[config.mk]
export PLATFORM = sky130hd
export DESIGN_NAME = ldc_led_driver_control
export DESIGN_NICKNAME = d
export VERILOG_FILES = /design/src/ldc_led_driver_control_end.sv /design/src/ldc_pkg.sv /design/src/ldc_led_driver_control.sv
export SDC_FILE = /design/constraint.sdc
export NUM_CORES = 1
export LEC_CHECK = 0
export ABC_CLOCK_PERIOD_IN_PS = 3600
export BUFFER_PORTS_ARGS = -buffer_cell sky130_fd_sc_hd__clkbuf_2
export CORE_MARGIN = 2
export CORE_UTILIZATION = 41
export CTS_CLUSTER_SIZE = 24
export DETAILED_ROUTE_END_ITERATION = 12
export GPL_TIMING_DRIVEN = 0
export PLACE_DENSITY = 0.65
export SLEW_MARGIN = 20
export SYNTH_ARGS = -nofsm -noshare
export SYNTH_HDL_FRONTEND = slang
export SYNTH_SLANG_ARGS = --single-unit
[constraint.sdc]
create_clock -name clk_sys -period 3.6 [get_ports clk_sys]
set_input_delay 0.54 -clock clk_sys [delete_from_list [all_inputs] [get_ports clk_sys]]
set_output_delay 0.54 -clock clk_sys [all_outputs]
set_load 0.005 [all_outputs]
[src/ldc_led_driver_control_end.sv]
// Spare design file; all logic of the block lives in the main control file
`timescale 1ns/100ps

[src/ldc_pkg.sv]
// Package for the LED driver control block: register map, field layout, timing constants and carrier types
package ldc_pkg;

	// Register indices on the plain register port
	localparam logic [7:0] ADDR_BL_CTRL = 8'h00;
	localparam logic [7:0] ADDR_BL_EN = 8'h01;
	localparam logic [7:0] ADDR_FL_CTRL = 8'h02;
	localparam logic [7:0] ADDR_FL_ARM = 8'h03;
	localparam logic [7:0] ADDR_FAULT = 8'h04;

	// Reset values
	localparam logic [7:0] RST_BL_CTRL = 8'h00;
	localparam logic [3:0] RST_BL_EN = 4'h0;
	localparam logic [4:0] RST_FL_CTRL = 5'h10;
	localparam logic RST_FL_ARM = 1'b1;

	// Field positions
	localparam int BL_CODE_LSB = 0;
	localparam int BL_CODE_W = 5;
	localparam int FADE_EN_BIT = 5;
	localparam int FADE_RATE_LSB = 6;
	localparam int FL_MODE_BIT = 0;
	localparam int FL_CODE_LSB = 1;
	localparam int FL_TO_BIT = 4;

	// Backlight code breakpoints of the current ladder and of the reduced-bias flag
	localparam logic [4:0] BL_CODE_FINE_END = 5'h17;
	localparam logic [4:0] BL_CODE_MID_END = 5'h1a;
	localparam logic [4:0] BL_CODE_LOW_BIAS_MAX = 5'h07;

	// Flash current codes
	localparam logic [3:0] SPOT_STEP_MAX = 4'h5;

	// Timing
	localparam int CLK_HZ = 20_000_000;
	localparam int TICK_PERIOD_MS = 1;
	localparam int TICK_CYCLES = CLK_HZ / 1000 * TICK_PERIOD_MS;
	localparam int SAFETY_TIMEOUT_MS = 1000;
	localparam int PUMP_FREQ_HZ = 250_000;
	localparam int PUMP_HALF_CYCLES = CLK_HZ / (2 * PUMP_FREQ_HZ);
	localparam int PUMP_HYST_MS = 4;
	localparam logic [5:0] FADE_MS_32 = 6'h20;
	localparam logic [5:0] FADE_MS_24 = 6'h18;
	localparam logic [5:0] FADE_MS_16 = 6'h10;
	localparam logic [5:0] FADE_MS_8 = 6'h08;

	// Charge pump modes
	typedef enum logic [1:0] {LDC_PUMP_1X, LDC_PUMP_1P5X, LDC_PUMP_2X} ldc_pump_mode_t;

	// Analog status inputs, asynchronous to clk_sys
	typedef struct packed {
		logic over_temp_indication;
		logic [4:0] sink_open;
		logic pump_output_ok;
		logic pump_need_up;
		logic pump_can_down;
	} ldc_analog_in_t;

	// Drive to the current sinks
	typedef struct packed {
		logic [3:0] bl_on;
		logic [4:0] bl_code;
		logic [5:0] bl_half_ma;
		logic bl_low_bias;
		logic fl_on;
		logic fl_flash_mode;
		logic [3:0] fl_step_50ma;
	} ldc_sink_t;

	// Drive to the charge pump
	typedef struct packed {
		ldc_pump_mode_t mode;
		logic phase;
		logic ilim_high;
		logic clk_run;
	} ldc_pump_t;

endpackage

[src/ldc_led_driver_control.sv]
// Control logic of the backlight and flash LED driver
`timescale 1ns/100ps

// Behaviour
// - Backlight sinks run at one of 32 levels from 0.5mA to 25mA by code.
// - Ladder steps 0.5mA up to 12mA, then 1mA to 15mA, then 2mA.
// - Every backlight output is disabled after power-up until software enables it.
// - Reduced-bias flag is high for settings of 4.0mA or less.
// - With fading on, applied code walks one step at a time to target.
// - Fade step interval is 8, 16, 24 or 32 ms.
// - Flash mode current is 50mA to 400mA in 50mA steps.
// - Trigger pin high starts flash; held high, software bits govern it.
// - Spotlight mode current is 50mA to 250mA in 50mA steps.
// - Safety timer turns off only flash sink after 1 s continuous on.
// - Safety timer is on by default and software may disable it.
// - Trigger low or software clear resets safety timer and its trip.
// - Control pin low disables device and holds all registers at default.
// - All outputs off, except by over-temperature, puts device in sleep: clock and pump stopped.
// - Over-temperature turns all outputs off, registers kept.
// - An enabled sink reporting open circuit is turned off.
// - Above recovery level, low limit with flash off, high limit with flash on.
// - Pump picks 1x, 1.5x or 2x with hysteresis; 250kHz except 1x.
// - Fade bits 00=32, 01=24, 10=16, 11=8 ms per step.
// - New codes refused mid-fade; clearing fade enable jumps; rate changes live.
module ldc_led_driver_control #(
	parameter int MS_CYCLES = ldc_pkg::TICK_CYCLES
) (
	// Clock and reset
	input wire logic clk_sys,
	input wire logic rst_n,
	// Device pins
	input wire logic single_wire_ctrl_pin,
	input wire logic flash_trigger_pin,
	input wire ldc_pkg::ldc_analog_in_t analog_in,
	// Register port
	input wire logic [7:0] reg_addr,
	input wire logic [7:0] reg_wdata,
	input wire logic reg_wr,
	input wire logic reg_rd,
	output logic [7:0] reg_rdata,
	// Sink and pump drive
	output ldc_pkg::ldc_sink_t sink_out,
	output ldc_pkg::ldc_pump_t pump_out,
	output logic sleep_out
);

	// Half-milliamp current for a backlight code
	function automatic logic [5:0] bl_half_ma(input logic [4:0] code);
		logic [5:0] c;
		c = {1'b0, code};
		if (code <= ldc_pkg::BL_CODE_FINE_END) begin
			bl_half_ma = c + 6'h01;
		end else if (code <= ldc_pkg::BL_CODE_MID_END) begin
			bl_half_ma = 6'h18 + 6'((c - 6'h17) << 1);
		end else begin
			bl_half_ma = 6'h1e + 6'((c - 6'h1a) << 2);
		end
	endfunction

	// Milliseconds per fade step
	function automatic logic [5:0] fade_ms(input logic [1:0] rate);
		case (rate)
			2'b00: fade_ms = ldc_pkg::FADE_MS_32;
			2'b01: fade_ms = ldc_pkg::FADE_MS_24;
			2'b10: fade_ms = ldc_pkg::FADE_MS_16;
			default: fade_ms = ldc_pkg::FADE_MS_8;
		endcase
	endfunction

	// Control pin, trigger pin and the whole analog status word
	localparam int IN_W = 2 + $bits(ldc_pkg::ldc_analog_in_t);

	// Two-flop synchronisers for every pin
	logic [IN_W-1:0] sync1_q;
	logic [IN_W-1:0] sync2_q;
	always_ff @(posedge clk_sys) begin
		if (!rst_n) begin
			sync1_q <= '0;
			sync2_q <= '0;
		end else begin
			sync1_q <= {single_wire_ctrl_pin, flash_trigger_pin, analog_in};
			sync2_q <= sync1_q;
		end
	end

	logic single_wire_ctrl_pin_on;
	logic trig_s;
	logic ot_s;
	logic [4:0] open_s;
	logic pump_output_ok_s;
	logic need_up_s;
	logic can_down_s;
	assign {single_wire_ctrl_pin_on, trig_s, ot_s, open_s, pump_output_ok_s, need_up_s, can_down_s} = sync2_q;

	// Control pin low is a soft reset of all state but the synchronisers and read data
	logic clr;
	assign clr = !rst_n || !single_wire_ctrl_pin_on;

	// Register bits
	logic [1:0] fade_rate_q;
	logic fade_en_q;
	logic [4:0] bl_target_q;
	logic [4:0] bl_applied_q;
	logic [3:0] bl_en_q;
	logic [4:0] fl_ctrl_q;
	logic fl_arm_q;
	logic [4:0] fault_q;
	logic tripped_q;
	logic awake_q;

	logic wr_bl;
	logic wr_en;
	logic wr_fl;
	logic wr_arm;
	logic fading;
	assign wr_bl = reg_wr && reg_addr == ldc_pkg::ADDR_BL_CTRL;
	assign wr_en = reg_wr && reg_addr == ldc_pkg::ADDR_BL_EN;
	assign wr_fl = reg_wr && reg_addr == ldc_pkg::ADDR_FL_CTRL;
	assign wr_arm = reg_wr && reg_addr == ldc_pkg::ADDR_FL_ARM;
	assign fading = fade_en_q && bl_applied_q != bl_target_q;

	// Millisecond tick, halted while asleep or shut down
	logic [15:0] div_q;
	logic tick;
	assign tick = awake_q && div_q == 16'(MS_CYCLES - 1);
	always_ff @(posedge clk_sys) begin
		if (clr || !awake_q || tick) begin
			div_q <= '0;
		end else begin
			div_q <= div_q + 16'h0001;
		end
	end

	// Backlight control register, with fade-time refusal of new codes
	always_ff @(posedge clk_sys) begin
		if (clr) begin
			{fade_rate_q, fade_en_q, bl_target_q} <= ldc_pkg::RST_BL_CTRL;
		end else if (wr_bl) begin
			fade_rate_q <= reg_wdata[ldc_pkg::FADE_RATE_LSB +: 2];
			fade_en_q <= reg_wdata[ldc_pkg::FADE_EN_BIT];
			if (!fading) begin
				bl_target_q <= reg_wdata[ldc_pkg::BL_CODE_LSB +: ldc_pkg::BL_CODE_W];
			end
		end
	end

	// Fade stepping of the applied code
	logic [5:0] fade_cnt_q;
	always_ff @(posedge clk_sys) begin
		if (clr) begin
			bl_applied_q <= ldc_pkg::RST_BL_CTRL[4:0];
			fade_cnt_q <= '0;
		end else if (!fade_en_q || !fading) begin
			bl_applied_q <= bl_target_q;
			fade_cnt_q <= '0;
		end else if (tick) begin
			// Rate is read each tick, so a live change takes hold at once
			if (fade_cnt_q + 6'h01 >= fade_ms(fade_rate_q)) begin
				fade_cnt_q <= '0;
				if (bl_target_q > bl_applied_q) begin
					bl_applied_q <= bl_applied_q + 5'h01;
				end else begin
					bl_applied_q <= bl_applied_q - 5'h01;
				end
			end else begin
				fade_cnt_q <= fade_cnt_q + 6'h01;
			end
		end
	end

	// Backlight enables, off from power-up
	always_ff @(posedge clk_sys) begin
		if (clr) begin
			bl_en_q <= ldc_pkg::RST_BL_EN;
		end else if (wr_en) begin
			bl_en_q <= reg_wdata[3:0]; // unused outputs rely on host zeros
		end
	end

	// Flash control and arm registers
	always_ff @(posedge clk_sys) begin
		if (clr) begin
			fl_ctrl_q <= ldc_pkg::RST_FL_CTRL;
			fl_arm_q <= ldc_pkg::RST_FL_ARM;
		end else begin
			if (wr_fl) begin
				fl_ctrl_q <= reg_wdata[4:0];
			end
			if (wr_arm) begin
				fl_arm_q <= reg_wdata[0];
			end
		end
	end

	logic fl_req;
	logic fl_on;
	logic [3:0] fl_step;
	logic [3:0] bl_req;
	assign fl_req = trig_s && fl_arm_q;
	assign fl_step = {1'b0, fl_ctrl_q[ldc_pkg::FL_CODE_LSB +: 3]} + 4'h1;
	assign bl_req = bl_en_q & ~fault_q[3:0];

	// Safety timer on continuous flash on-time
	logic [9:0] safe_ms_q;
	logic fl_clear;
	assign fl_clear = !trig_s || (wr_arm && !reg_wdata[0]);
	always_ff @(posedge clk_sys) begin
		if (clr || fl_clear || !fl_on) begin
			safe_ms_q <= '0;
		end else if (tick && fl_ctrl_q[ldc_pkg::FL_TO_BIT]) begin
			safe_ms_q <= safe_ms_q + 10'h001;
		end
	end
	// Trip latch; a trip in the cycle of a clear still latches, so the sink never outlives its limit
	always_ff @(posedge clk_sys) begin
		if (clr) begin
			tripped_q <= 1'b0;
		end else if (tick && fl_ctrl_q[ldc_pkg::FL_TO_BIT] && safe_ms_q == 10'(ldc_pkg::SAFETY_TIMEOUT_MS - 1)) begin
			tripped_q <= 1'b1;
		end else if (fl_clear) begin
			tripped_q <= 1'b0;
		end
	end

	// Open-circuit latches; set wins over the clearing enable write
	logic [4:0] open_clr;
	assign open_clr = {!fl_req, wr_en ? ~reg_wdata[3:0] : 4'h0};
	always_ff @(posedge clk_sys) begin
		if (clr) begin
			fault_q <= '0;
		end else begin
			fault_q <= (fault_q & ~open_clr) | (open_s & {fl_on, sink_out.bl_on});
		end
	end

	// Sleep: clock wakes one cycle before any output may turn on
	logic want_awake;
	assign want_awake = (|bl_req) || (fl_req && !tripped_q && !fault_q[4]);
	always_ff @(posedge clk_sys) begin
		if (clr) begin
			awake_q <= 1'b0;
		end else begin
			awake_q <= want_awake;
		end
	end

	// Sink drive, off in thermal shutdown
	assign fl_on = awake_q && !ot_s && fl_req && !tripped_q && !fault_q[4];
	always_ff @(posedge clk_sys) begin
		if (clr) begin
			sink_out <= '0;
		end else begin
			sink_out.bl_on <= (awake_q && !ot_s) ? bl_req : 4'h0;
			sink_out.bl_code <= bl_applied_q;
			sink_out.bl_half_ma <= bl_half_ma(bl_applied_q);
			sink_out.bl_low_bias <= bl_target_q <= ldc_pkg::BL_CODE_LOW_BIAS_MAX;
			sink_out.fl_on <= fl_on;
			sink_out.fl_flash_mode <= fl_ctrl_q[ldc_pkg::FL_MODE_BIT];
			if (fl_ctrl_q[ldc_pkg::FL_MODE_BIT]) begin
				sink_out.fl_step_50ma <= fl_step;
			end else begin
				sink_out.fl_step_50ma <= fl_step > ldc_pkg::SPOT_STEP_MAX ? ldc_pkg::SPOT_STEP_MAX : fl_step;
			end
		end
	end

	// Pump mode selection; stepping down waits for a settled demand to avoid toggling
	ldc_pkg::ldc_pump_mode_t mode_q;
	logic [2:0] hyst_q;
	always_ff @(posedge clk_sys) begin
		if (clr || !awake_q || ot_s) begin
			mode_q <= ldc_pkg::LDC_PUMP_1X;
			hyst_q <= '0;
		end else if (need_up_s) begin
			hyst_q <= '0;
			case (mode_q)
				ldc_pkg::LDC_PUMP_1X: mode_q <= ldc_pkg::LDC_PUMP_1P5X;
				default: mode_q <= ldc_pkg::LDC_PUMP_2X;
			endcase
		end else if (!can_down_s) begin
			hyst_q <= '0;
		end else if (tick) begin
			if (hyst_q == 3'(ldc_pkg::PUMP_HYST_MS - 1)) begin
				hyst_q <= '0;
				case (mode_q)
					ldc_pkg::LDC_PUMP_2X: mode_q <= ldc_pkg::LDC_PUMP_1P5X;
					default: mode_q <= ldc_pkg::LDC_PUMP_1X;
				endcase
			end else begin
				hyst_q <= hyst_q + 3'h1;
			end
		end
	end

	// Pump switching at 250kHz, stopped in 1x
	logic [5:0] pdiv_q;
	logic phase_q;
	always_ff @(posedge clk_sys) begin
		if (clr || mode_q == ldc_pkg::LDC_PUMP_1X) begin
			pdiv_q <= '0;
			phase_q <= 1'b0;
		end else if (pdiv_q == 6'(ldc_pkg::PUMP_HALF_CYCLES - 1)) begin
			pdiv_q <= '0;
			phase_q <= !phase_q;
		end else begin
			pdiv_q <= pdiv_q + 6'h01;
		end
	end

	// Pump outputs
	always_ff @(posedge clk_sys) begin
		if (clr) begin
			pump_out <= '{mode: ldc_pkg::LDC_PUMP_1X, phase: 1'b0, ilim_high: 1'b0, clk_run: 1'b0};
			sleep_out <= 1'b1;
		end else begin
			pump_out.mode <= mode_q;
			pump_out.phase <= phase_q && mode_q != ldc_pkg::LDC_PUMP_1X; // phase stops with the mode
			pump_out.ilim_high <= pump_output_ok_s && fl_on;
			pump_out.clk_run <= awake_q;
			sleep_out <= !awake_q;
		end
	end

	// Read data, one cycle after the read strobe; unmapped reads give zero
	always_ff @(posedge clk_sys) begin
		if (!rst_n) begin
			reg_rdata <= '0;
		end else if (reg_rd) begin
			case (reg_addr)
				ldc_pkg::ADDR_BL_CTRL: reg_rdata <= {fade_rate_q, fade_en_q, bl_target_q};
				ldc_pkg::ADDR_BL_EN: reg_rdata <= {4'h0, bl_en_q};
				ldc_pkg::ADDR_FL_CTRL: reg_rdata <= {3'h0, fl_ctrl_q};
				ldc_pkg::ADDR_FL_ARM: reg_rdata <= {3'h0, ot_s, !awake_q, tripped_q, fading, fl_arm_q};
				ldc_pkg::ADDR_FAULT: reg_rdata <= {3'h0, fault_q};
				default: reg_rdata <= '0;
			endcase
		end else begin
			reg_rdata <= '0;
		end
	end

endmodule // ldc_led_driver_control

======== After elaboration in Yosys (flattened, before gate mapping) ========
Cells that the tools add are included.
word-level totals
  output and inout port bits .............. 36
  word-level logic and storage cells ...... 157
  bits of input ports ..................... 31
  register bits after elaboration ......... 132
cells by class
  reductions and logical operators ........ 60
  muxes and demuxes ....................... 24
  $lt $le $gt $ge ......................... 6
  bitwise logic cells ..................... 10
  add/subtract/negate cells ............... 13
  eq/ne operators ......................... 12
operators by type and width
  operator                                                           number
  8-bit case mux with 5 select lines                                 1
  6-bit two-way mux                                                  6
  5-bit two-way mux                                                  4
  1-bit logical AND                                                  18
  6-bit case mux with 3 select lines                                 1
  16-bit by 1-bit adder with 16-bit output, second input constant    1
  16-bit by 15-bit == test with 1-bit output, second input constant  1
  8-bit by 2-bit == test with 1-bit output, second input constant    2
  2-bit nonzero test                                                 7
  1-bit zero test                                                    13
  5-bit by 6-bit adder with 6-bit output, first input constant       2
  6-bit by 1-bit adder with 6-bit output, second input constant      2
  4-bit two-way mux                                                  3
  10-bit by 1-bit adder with 10-bit output, second input constant    1
  5-bit bitwise AND                                                  2
  10-bit == test, second input constant                              1
  5-bit <= comparator, second input constant                         2
  1-bit logical OR                                                   10
  2-bit two-way mux                                                  5
  8-bit by 1-bit == test with 1-bit output, second input constant    1
  8-bit by 3-bit == test with 1-bit output, second input constant    1
  8-bit zero test                                                    1
  4-bit inverter                                                     2
  5-bit by 1-bit adder with 6-bit output, second input constant      1
  27 further kinds                                                   37

======== Longest topological paths before layout ========
Gate-level depths: netlist of the first run.
  word-level depth ........................ 10
  depth in mapped cells ................... 14
  mapped depth without buffers ............ 13

======== Least setup slack after synthesis of the first run ========
No wires, ideal clock.
  path kind ............................... register to register
  from .................................... register bl_applied_q[1]
  to ...................................... register bl_applied_q[4]
  cell stages (with the launch flop) ...... 13
  setup time .............................. 0.074 ns
  arrival time ............................ 2.623 ns
  slack ................................... 0.903 ns
  data required time ...................... 3.526 ns
  clock period less this slack ............ 2.697 ns
  path buffers ............................ 0
  cell sequence ........................... dfxtp_1 -> inv_1 -> ha_1 -> nor2b_1 -> o31ai_1 -> a21oi_1 -> inv_1 -> ha_1 -> a21o_1 -> a21oi_1 -> xnor2_1 -> or3_1 -> a31oi_1
on the way
  longest elaborated chain between the ends .. 6
  elaborated cells between the ends (all ways) .. 14
  classes of those cells .................. 2 x add/sub; 1 x order compare; 1 x eq/ne; 4 x mux; 6 x reduce/logical
RTL lines
  item                                                                                                 line                           RTL
  start, declared                                                                                      ldc_led_driver_control.sv:103  logic [4:0] bl_applied_q;
  start signal, assigned                                                                               ldc_led_driver_control.sv:151  bl_applied_q <= ldc_pkg::RST_BL_CTRL[4:0];
  start signal, assigned                                                                               ldc_led_driver_control.sv:154  bl_applied_q <= bl_target_q;
  start signal, assigned                                                                               ldc_led_driver_control.sv:161  bl_applied_q <= bl_applied_q + 5'h01;
  parallel branches: the longest is 6 deep, another holds 5-bit by 1-bit subtractor with 5-bit output  n/a
Several ways; the timed one is not identified. The select of a mux whose other input is x is not followed.
A chain may end at the register's enable or synchronous reset.

======== Final worst setup path of the first run ========
Same ends and word-level chain as after synthesis.

==> impl_metrics.tcl, run 1 <==
set metrics [dict create \
    status "finished, final reports clean" \
    final_cells 870 \
    finalWeightedCongestion 0.883 \
    period_needed_ns 3.14 \
    placed_cells 838 \
    finish.instance_area_mm2 0.00676 \
    whs_ns 0.325 \
    ios 67 \
    cts_made_buffers 17 \
    die_height_um 121 \
    power_density_mw_per_mm2 472 \
    crit_family "compound AO/OA/AOI/OAI gates" \
    rr_worst_depth 12 \
    start_kind "flip-flop" \
    path_clk_slew_ns 0.06 \
    core_region_area_mm2 0.0133 \
    drc 0 \
    worstMarginPinSlew_ns 0.576 \
    topRoutingLayerUsed "met4" \
    syn_to_final_growth_pct 19.7 \
    crit_chain "inv_1 > ha_1 > nor2b_1 > o31ai_1 > a21oi_1 > inv_1 > ha_1 > a21o_1 > a21oi_1 > xnor2_1 > or3_1 > a31oi_1" \
    internal_power_w 0.00248 \
    cp.depth 12 \
    rows 42 \
    drive_gt1_frac 0.189 \
    path_class "flip-flop to flip-flop" \
    drt_pass1_iterations 4 \
    peakVddDrop_uv 300 \
    met3_length_um 522 \
    htree_levels 4 \
    clockBufferDepth 2 \
    comb_power_share 0.020 \
    die_w_um 121 \
    pwr-share-seq 0.464 \
    initial_utilization 0.423 \
    slew_headroom 0.616 \
    hpwl_um 8820 \
    p_switching_w 0.000708 \
    cap_violations 0 \
    overflow 0 \
    ys_seq_area_frac 0.468 \
    drt-met1-wl_um 5770 \
    skew_ns 0.00713 \
    vias 4346 \
    synth_seq_cells 132 \
    wire_per_inst_um 13.8 \
    holdBufCountCts 0 \
    yosysWarnings 0 \
    async_flop_share 0 \
    crit_path_end_kind "flip-flop" \
    critPathMaxFanout 8 \
    drv_slew 0 \
    synth_edf_count 0 \
    grt_max_degree 17 \
    postPlaceCellArea_mm2 0.00619 \
    antenna_found_initial 0 \
    grt_first_pass_wirelength_um 20000 \
    via_per_inst 5.00 \
    antenna_left 0 \
    syn_nets 658 \
    syn-cell-area_mm2 0.00564 \
    cts_resized 0 \
    wl_met2_um 5590 \
    grt_pass1_vias 4156 \
    num_antenna_cells 0 \
    clock_latency_ns 0.42 \
    critPathRequiredTime_ns 3.95 \
    syn_inst 597 \
    die_area_mm2 0.0147 \
    syn_avg_cell_area_um2 9.45 \
    clock_tree.root_cell "clkbuf_16" \
    hp-class "input port to flip-flop" \
    setup_violations 0 \
    clockPowerShare 0.516 \
    cts_sinks 132 \
    arrival_ns 3.49 \
    grt_usage 0.172 \
    crit_buf_inv 2 \
    synth_cell_types 67 \
    drt-initial-drc-count 229 \
    min_period_over_period 0.872 \
    routed_wl_um 12000 \
    tns_ns 0 \
    fmax_mhz 319 \
    nNetsFinal 742 \
    rsz0062_at_grt "false" \
    r2r_slack_ns 0.46 \
    min_delay_path_depth 2 \
    final_util 0.506 \
    ys.flop_type "dfxtp_1" \
    leakage_nw 2.70 \
    switching_share 0.222 \
    postCtsSetupBuffers 0 \
    critPathMaxStageDelay_ns 0.51 \
    portBuffers 65 \
    tritoncts "built" \
    slowest_stage "dfxtp_1" \
    hold_viol 0 \
]
==> layout make-up <==
class	count	area (um^2)
clock inverter	13	124
timing repair buffer	65	325
sequential	132	2640
multi-input combinational	422	2820
inverter	25	93.8
fill	1267	6590
tap	176	220
buffer	18	90.1
clock buffer	19	443
==> through the flow <==
stage / setup WS, ns / power [W]
finish: 0.462 / 0.00319
global placement: 0.600 / 0.00157
global route: 0.220 / 0.00328
floorplan: 0.903 / 0.00154
detailed placement: 0.459 / 0.00157
CTS: 0.439 / 0.00321
==> sequential cells by signal (all words and copies together) (netlist names), 3 cells and up <==
signal	count
sync2_q	11
fl_ctrl_q	5
pdiv_q	6
fade_cnt_q	6
fault_q	5
bl_applied_q	5
reg_rdata	8
sink_out	22
bl_en_q	4
bl_target_q	5
pump_out	5
hyst_q	3
safe_ms_q	10
sync1_q	11
div_q	16
==> cells in the mapped netlist, types with 2 or more instances <==
cell	n	area (um^2)
mux2_2	2	22.5
xnor2_1	21	184
or3_1	2	12.5
o21a_1	2	15.0
nand2_1	45	169
mux2i_1	19	190
nand4_1	9	56.3
and4_1	3	26.3
buf_2	7	35.0
a31oi_1	4	25.0
and2_1	29	181
a211oi_1	8	60.1
a21oi_1	28	140
nor3_1	10	50.1
o31ai_1	3	22.5
nand4b_2	2	30.0
xor2_1	24	210
or2_2	2	12.5
nand2b_1	2	12.5
and3_1	8	50.1
o22ai_1	3	18.8
inv_1	24	90.1
clkbuf_1	8	30.0
dfxtp_1	132	2640
nor2_1	92	345
nor3b_1	2	15.0
ha_1	29	363
nor2b_1	5	31.3
o21ai_0	16	80.1
nand3_1	17	85.1
a21o_1	2	15.0
mux4_2	2	45.0
==> cell families after synthesis <==
group                      share of synthesized area
DFF                                            0.468
xor gates and xnor gates                      0.0698
and+or+nand+nor                                0.227
buffers and inverters                         0.0326
muxes                                         0.0457
adders and majority gates                     0.0678
AOI/OAI and AO/OA                             0.0891
==> path summary, 6_finish.rpt <==
path / startpoint / to
min reg2reg: sync1_q[3] / sync2_q[3]
min: analog_in[4] / sync1_q[4]
max: bl_applied_q[1] / bl_applied_q[4]
max reg2reg: bl_applied_q[1] / bl_applied_q[4]
==> power groups by stage <==
stage	clock, W	sequential (W)	combinational (W)
floorplan	0	0.00151	0.0000310
CTS	0.00167	0.00148	0.0000646
global route	0.00173	0.00148	0.0000708
detailed placement	0	0.00151	0.0000644
finish	0.00164	0.00148	0.0000640
global placement	0	0.00151	0.0000632
==> routing by layer <==
layer | track usage | vias to the layer above
met4 | 0.0711 | 0
met3 | 0.0418 | 11
li1 | - | 2197
met2 | 0.274 | 95
met1 | 0.225 | 2043
met5 | 0 | -
==> placed cells by master, fill, tap and decap left out, types with 3 or more instances in the layout <==
cell type,instances
nand2_1,45
xnor2_1,21
a211oi_1,8
o21ai_0,16
nor2_1,92
mux2i_1,19
and3_1,8
a21oi_1,28
nand4_1,9
clkinv_4,3
and4_1,3
xor2_1,24
clkbuf_16,17
inv_1,24
clkinv_2,3
inv_6,3
o31ai_1,3
a31oi_1,4
buf_2,7
clkbuf_2,65
nand3_1,17
clkbuf_1,9
and2_1,29
nor2b_1,5
o22ai_1,3
nor3_1,10
dfxtp_1,132
ha_1,29
(Power assumes the default switching activity.)
==> inputs of run 2 (changes only) <==
- CELL_PAD_IN_SITES_DETAIL_PLACEMENT: not set -> 1
- CELL_PAD_IN_SITES_GLOBAL_PLACEMENT: not set -> 1
- CORE_UTILIZATION: 41 -> 40
- PLACE_DENSITY: 0.65 -> 0.77
==> run 2 against run 1 <==
  * Sequential power about the same
  * Largest power group unchanged
  * Highest routed layer unchanged
  * Hold slack about the same
  * Cell count up 0.57%
==> impl_metrics.tcl, run 2 (synthesis results as in run 1) <==
set metrics [dict create \
    status "finished, final reports clean" \
    routed_wl_um 14200 \
    grt_max_degree 17 \
    die_height_um 123 \
    clock_tree.root_cell "clkbuf_16" \
    min_period_over_period 0.922 \
    htree_levels 4 \
    placed_cells 842 \
    nNetsFinal 742 \
    cts_made_buffers 17 \
    finalWeightedCongestion 0.847 \
    cap_violations 0 \
    overflow 0 \
    postCtsSetupBuffers 0 \
    grt_pass1_vias 4784 \
    setup_violations 0 \
    portBuffers 65 \
    crit_buf_inv 2 \
    top_register "sink_out" \
    cts_sinks 132 \
    rows 43 \
    cts_resized 0 \
    comb_power_share 0.019 \
    drt-initial-drc-count 220 \
    finish.instance_area_mm2 0.00684 \
    final_cells 875 \
    arrival_ns 3.66 \
    largestRegisters "sink_out x22, div_q x16" \
    clock_latency_ns 0.42 \
    nFillCells 1598 \
    vias 4493 \
    initial_utilization 0.408 \
    internal_power_w 0.00269 \
    antenna_left 0 \
    die_w_um 123 \
    start_kind "flip-flop" \
    syn_to_final_growth_pct 21.1 \
    drt_pass1_iterations 4 \
    layout_commonest_cell "dfxtp_1" \
    postPlaceCellArea_mm2 0.00619 \
    tns_ns 0 \
    clockBufferDepth 2 \
    ios 67 \
    path_class "flip-flop to flip-flop" \
    critPathRequiredTime_ns 3.95 \
    register_area_mm2 0.00264 \
    leakage_nw 2.73 \
    multiInputGateArea_mm2 0.00282 \
    r2r_start "bl_applied_q[1]" \
    period_needed_ns 3.32 \
    min_from "analog_in[5]" \
    hold_viol 0 \
    holdBufCountCts 0 \
    fmax_mhz 301 \
    drc 0 \
    via_per_inst 5.13 \
    drive_gt1_frac 0.190 \
    slew_headroom 0.582 \
    crit_chain "inv_1 > ha_1 > nor2b_1 > o31ai_1 > a21oi_1 > inv_1 > ha_1 > a21o_1 > a21oi_1 > xnor2_1 > or3_1 > a31oi_1" \
    path_clk_slew_ns 0.06 \
    total_power_w 0.00338 \
    grt_usage 0.205 \
    p_switching_w 0.000695 \
    worstMarginPinSlew_ns 0.626 \
    wire_per_inst_um 16.2 \
    largest_reg_flops 22 \
    die_area_mm2 0.0151 \
    critPathMaxFanout 8 \
    crit_path_end_kind "flip-flop" \
    tritoncts "built" \
    rsz0062_at_grt "false" \
    r2r_slack_ns 0.28 \
    peakVddDrop_uv 355 \
    antenna_found_initial 0 \
    core_region_area_mm2 0.0138 \
    hpwl_um 10400 \
    skew_ns 0.00957 \
    setup.worst_path.start "bl_applied_q[1]" \
    switching_share 0.205 \
    drv_slew 0 \
    clockPowerShare 0.544 \
    hp-class "input port to flip-flop" \
    critPathMaxStageDelay_ns 0.54 \
    mostFrequentLayoutCells "132 x dfxtp_1, 92 x nor2_1, 65 x clkbuf_2, 45 x nand2_1" \
    crit_family "compound AO/OA/AOI/OAI gates" \
    power_density_mw_per_mm2 495 \
    slowest_stage "dfxtp_1" \
    pwr-share-seq 0.437 \
    grt_first_pass_wirelength_um 23700 \
]
-- run 2: power by group through the flow --
stage               clock network (W)   logic, W  registers [W]
global placement                    0  0.0000637        0.00151
floorplan                           0  0.0000310        0.00151
global route                  0.00194  0.0000728        0.00148
detailed placement                  0  0.0000656        0.00151
finish                        0.00184  0.0000655        0.00148
CTS                           0.00187  0.0000663        0.00148
-- run 2: final timing paths --
check	end	depth (start not counted)
min reg2reg	sync2_q[6]	1
max reg2reg	bl_applied_q[4]	12
max	bl_applied_q[4]	12
min	sync1_q[5]	2
-- run 2: cell type report --
type	count	area share
antenna	1	0.000366
buffer	18	0.0132
timing repair buffer	65	0.0476
tap	180	0.0329
sequential	132	0.387
clock buffer	22	0.0723
multi-input combinational	422	0.412
clock inverter	10	0.0212
inverter	25	0.0137
-- run 2: routing by layer --
layer	part of all wire	routed length [um]	GRT usage	up-vias
met1	0.46	6530	0.248	2171
met2	0.49	6970	0.346	97
li1	-	-	-	2204
met3	0.031	437	0.0497	21
met4	0.018	261	0.0876	0
met5	0	0	0	-
-- run 2: worst register-to-register path: cells and delay by family, from the launching register on --
family,cells,cell delay [ns]
AOI/OAI and AO/OA,5,1.01
adders and majority gates,2,0.72
DFF,1,0.54
and+or+nand+nor,2,0.51
buffers and inverters,2,0.40
xor gates and xnor gates,1,0.10
-- run 2: stage by stage --
stage	util	hold WS, ns	setup slack (ns)
final	0.494	0.325	0.281
after global routing	0.494	0.315	0.0922
after CTS	0.494	0.309	0.258
after detailed placement	0.448	0.421	0.330
after global placement	0.448	0.413	0.568
after floorplan	-	0.406	0.903
==> inputs of run 3 (changes only) <==
- BUFFER_PORTS_ARGS: -buffer_cell sky130_fd_sc_hd__clkbuf_2 -> not set
- DONT_BUFFER_PORTS: not set -> 1
- PLACE_DENSITY: 0.77 -> 0.72
- TNS_END_PERCENT: not set -> 5
==> run 3 against run 2 <==
  * Flip-flop and latch count is the same
  * Critical path type unchanged
  * Clock-buffer cell count shrank 5
  * Routed wire length fell by 2.8%
  * Highest routed layer unchanged
  * Fmax rose by 1.9%
==> impl_metrics.tcl, run 3 (synthesis results as in run 1) <==
set metrics [dict create \
    syn_to_final_growth_pct 14.7 \
    grt_max_degree 17 \
    htree_levels 4 \
    comb_power_share 0.013 \
    rsz0062_at_grt "false" \
    largestRegisters "sink_out x22, div_q x16" \
    path_clk_slew_ns 0.06 \
    hpwl_um 9920 \
    top_register "sink_out" \
    nFillCells 1561 \
    wire_per_inst_um 17.1 \
    worstMarginPinSlew_ns 0.617 \
    multiInputGateArea_mm2 0.00282 \
    vias 4217 \
    overflow 0 \
    holdBufCountCts 0 \
    clockBufferDepth 2 \
    tritoncts "built" \
    peakVddDrop_uv 336 \
    leakage_nw 2.43 \
    crit_path_end_kind "flip-flop" \
    postPlaceCellArea_mm2 0.00587 \
    die_height_um 123 \
    antenna_left 0 \
    cts_sinks 132 \
    largest_reg_flops 22 \
    drv_slew 0 \
    layout_commonest_cell "dfxtp_1" \
    switching_share 0.214 \
    grt_first_pass_wirelength_um 22700 \
    die_area_mm2 0.0151 \
    crit_buf_inv 2 \
    path_class "flip-flop to flip-flop" \
    via_per_inst 5.21 \
    ios 67 \
    slew_headroom 0.587 \
    hp-class "input port to flip-flop" \
    drive_gt1_frac 0.107 \
    power_density_mw_per_mm2 508 \
    die_w_um 123 \
    crit_chain "inv_1 > ha_1 > nor2b_1 > o31ai_1 > a21oi_1 > inv_1 > ha_1 > a21o_1 > a21oi_1 > xnor2_1 > or3_1 > a31oi_1" \
    drt-initial-drc-count 140 \
    clockPowerShare 0.538 \
    critPathMaxFanout 8 \
    register_area_mm2 0.00264 \
    grt_pass1_vias 4500 \
    skew_ns 0.00717 \
    routed_wl_um 13800 \
    crit_family "compound AO/OA/AOI/OAI gates" \
    cts_made_buffers 17 \
    slowest_stage "dfxtp_1" \
    core_region_area_mm2 0.0138 \
    setup_violations 0 \
    mostFrequentLayoutCells "132 x dfxtp_1, 92 x nor2_1, 45 x nand2_1, 29 x and2_1, 29 x ha_1" \
    final_util 0.468 \
    internal_power_w 0.00258 \
    hold_viol 0 \
    num_antenna_cells 0 \
    clock_latency_ns 0.42 \
    p_switching_w 0.000703 \
    grt_usage 0.199 \
    min_period_over_period 0.905 \
    cap_violations 0 \
    arrival_ns 3.60 \
    drt_pass1_iterations 4 \
    antenna_found_initial 0 \
    nNetsFinal 677 \
    status "finished, final reports clean" \
    drc 0 \
    pwr-share-seq 0.450 \
    start_kind "flip-flop" \
    clock_tree.root_cell "clkbuf_16" \
    postCtsSetupBuffers 0 \
    finish.instance_area_mm2 0.00647 \
    fmax_mhz 307 \
    rows 43 \
    initial_utilization 0.408 \
    critPathMaxStageDelay_ns 0.51 \
    cts_resized 0 \
    period_needed_ns 3.26 \
    tns_ns 0 \
    portBuffers 0 \
    finalWeightedCongestion 0.835 \
    critPathRequiredTime_ns 3.94 \
]
-- run 3: cell count changes in the layout (fill, tap and decap cells not counted), sizes merged --
cell	delta
diode	-1
clkinv	+1
inv	+3
clkinvlp	+1
clkbuf	-70
-- run 3: final cells by class --
class	instances	area share
inverter	25	0.0145
multi-input combinational	422	0.435
tap	180	0.0348
clock buffer	17	0.0657
buffer	18	0.0139
sequential	132	0.408
clock inverter	15	0.0278
-- run 3: per-layer routing --
metal	routed length [um]	vias to the layer above	GRT usage
met5	0	-	0
met4	235	0	0.0747
met3	674	21	0.0637
met2	6590	88	0.330
met1	6300	2033	0.240
li1	-	2075	-
-- run 3: final timing paths --
check | start | to | slack, ns | depth (start not counted)
worst max-delay path | bl_applied_q[1] | bl_applied_q[4] | 0.34 | 12
worst min-delay path | analog_in[7] | sync1_q[7] | 0.24 | 1
worst max register to register | bl_applied_q[1] | bl_applied_q[4] | 0.34 | 12
worst min register to register | sync1_q[5] | sync2_q[5] | 0.43 | 1
-- run 3: power groups by stage --
stage | clock network [W] | logic (W) | registers [W]
floorplan | 0 | 0.0000310 | 0.00151
global placement | 0 | 0.0000410 | 0.00151
detailed placement | 0 | 0.0000418 | 0.00151
CTS | 0.00181 | 0.0000423 | 0.00148
global route | 0.00187 | 0.0000460 | 0.00148
finish | 0.00177 | 0.0000417 | 0.00148
-- run 3: through the flow --
stage               setup slack, ns  power [W]  hold WS, ns  instances
floorplan                     0.903    0.00154        0.406        597
global placement              0.584    0.00155        0.414        777
detailed placement            0.468    0.00155        0.422        777
CTS                           0.354    0.00333        0.223        809
global route                  0.121    0.00339        0.224        809
finish                        0.341    0.00329        0.240        809
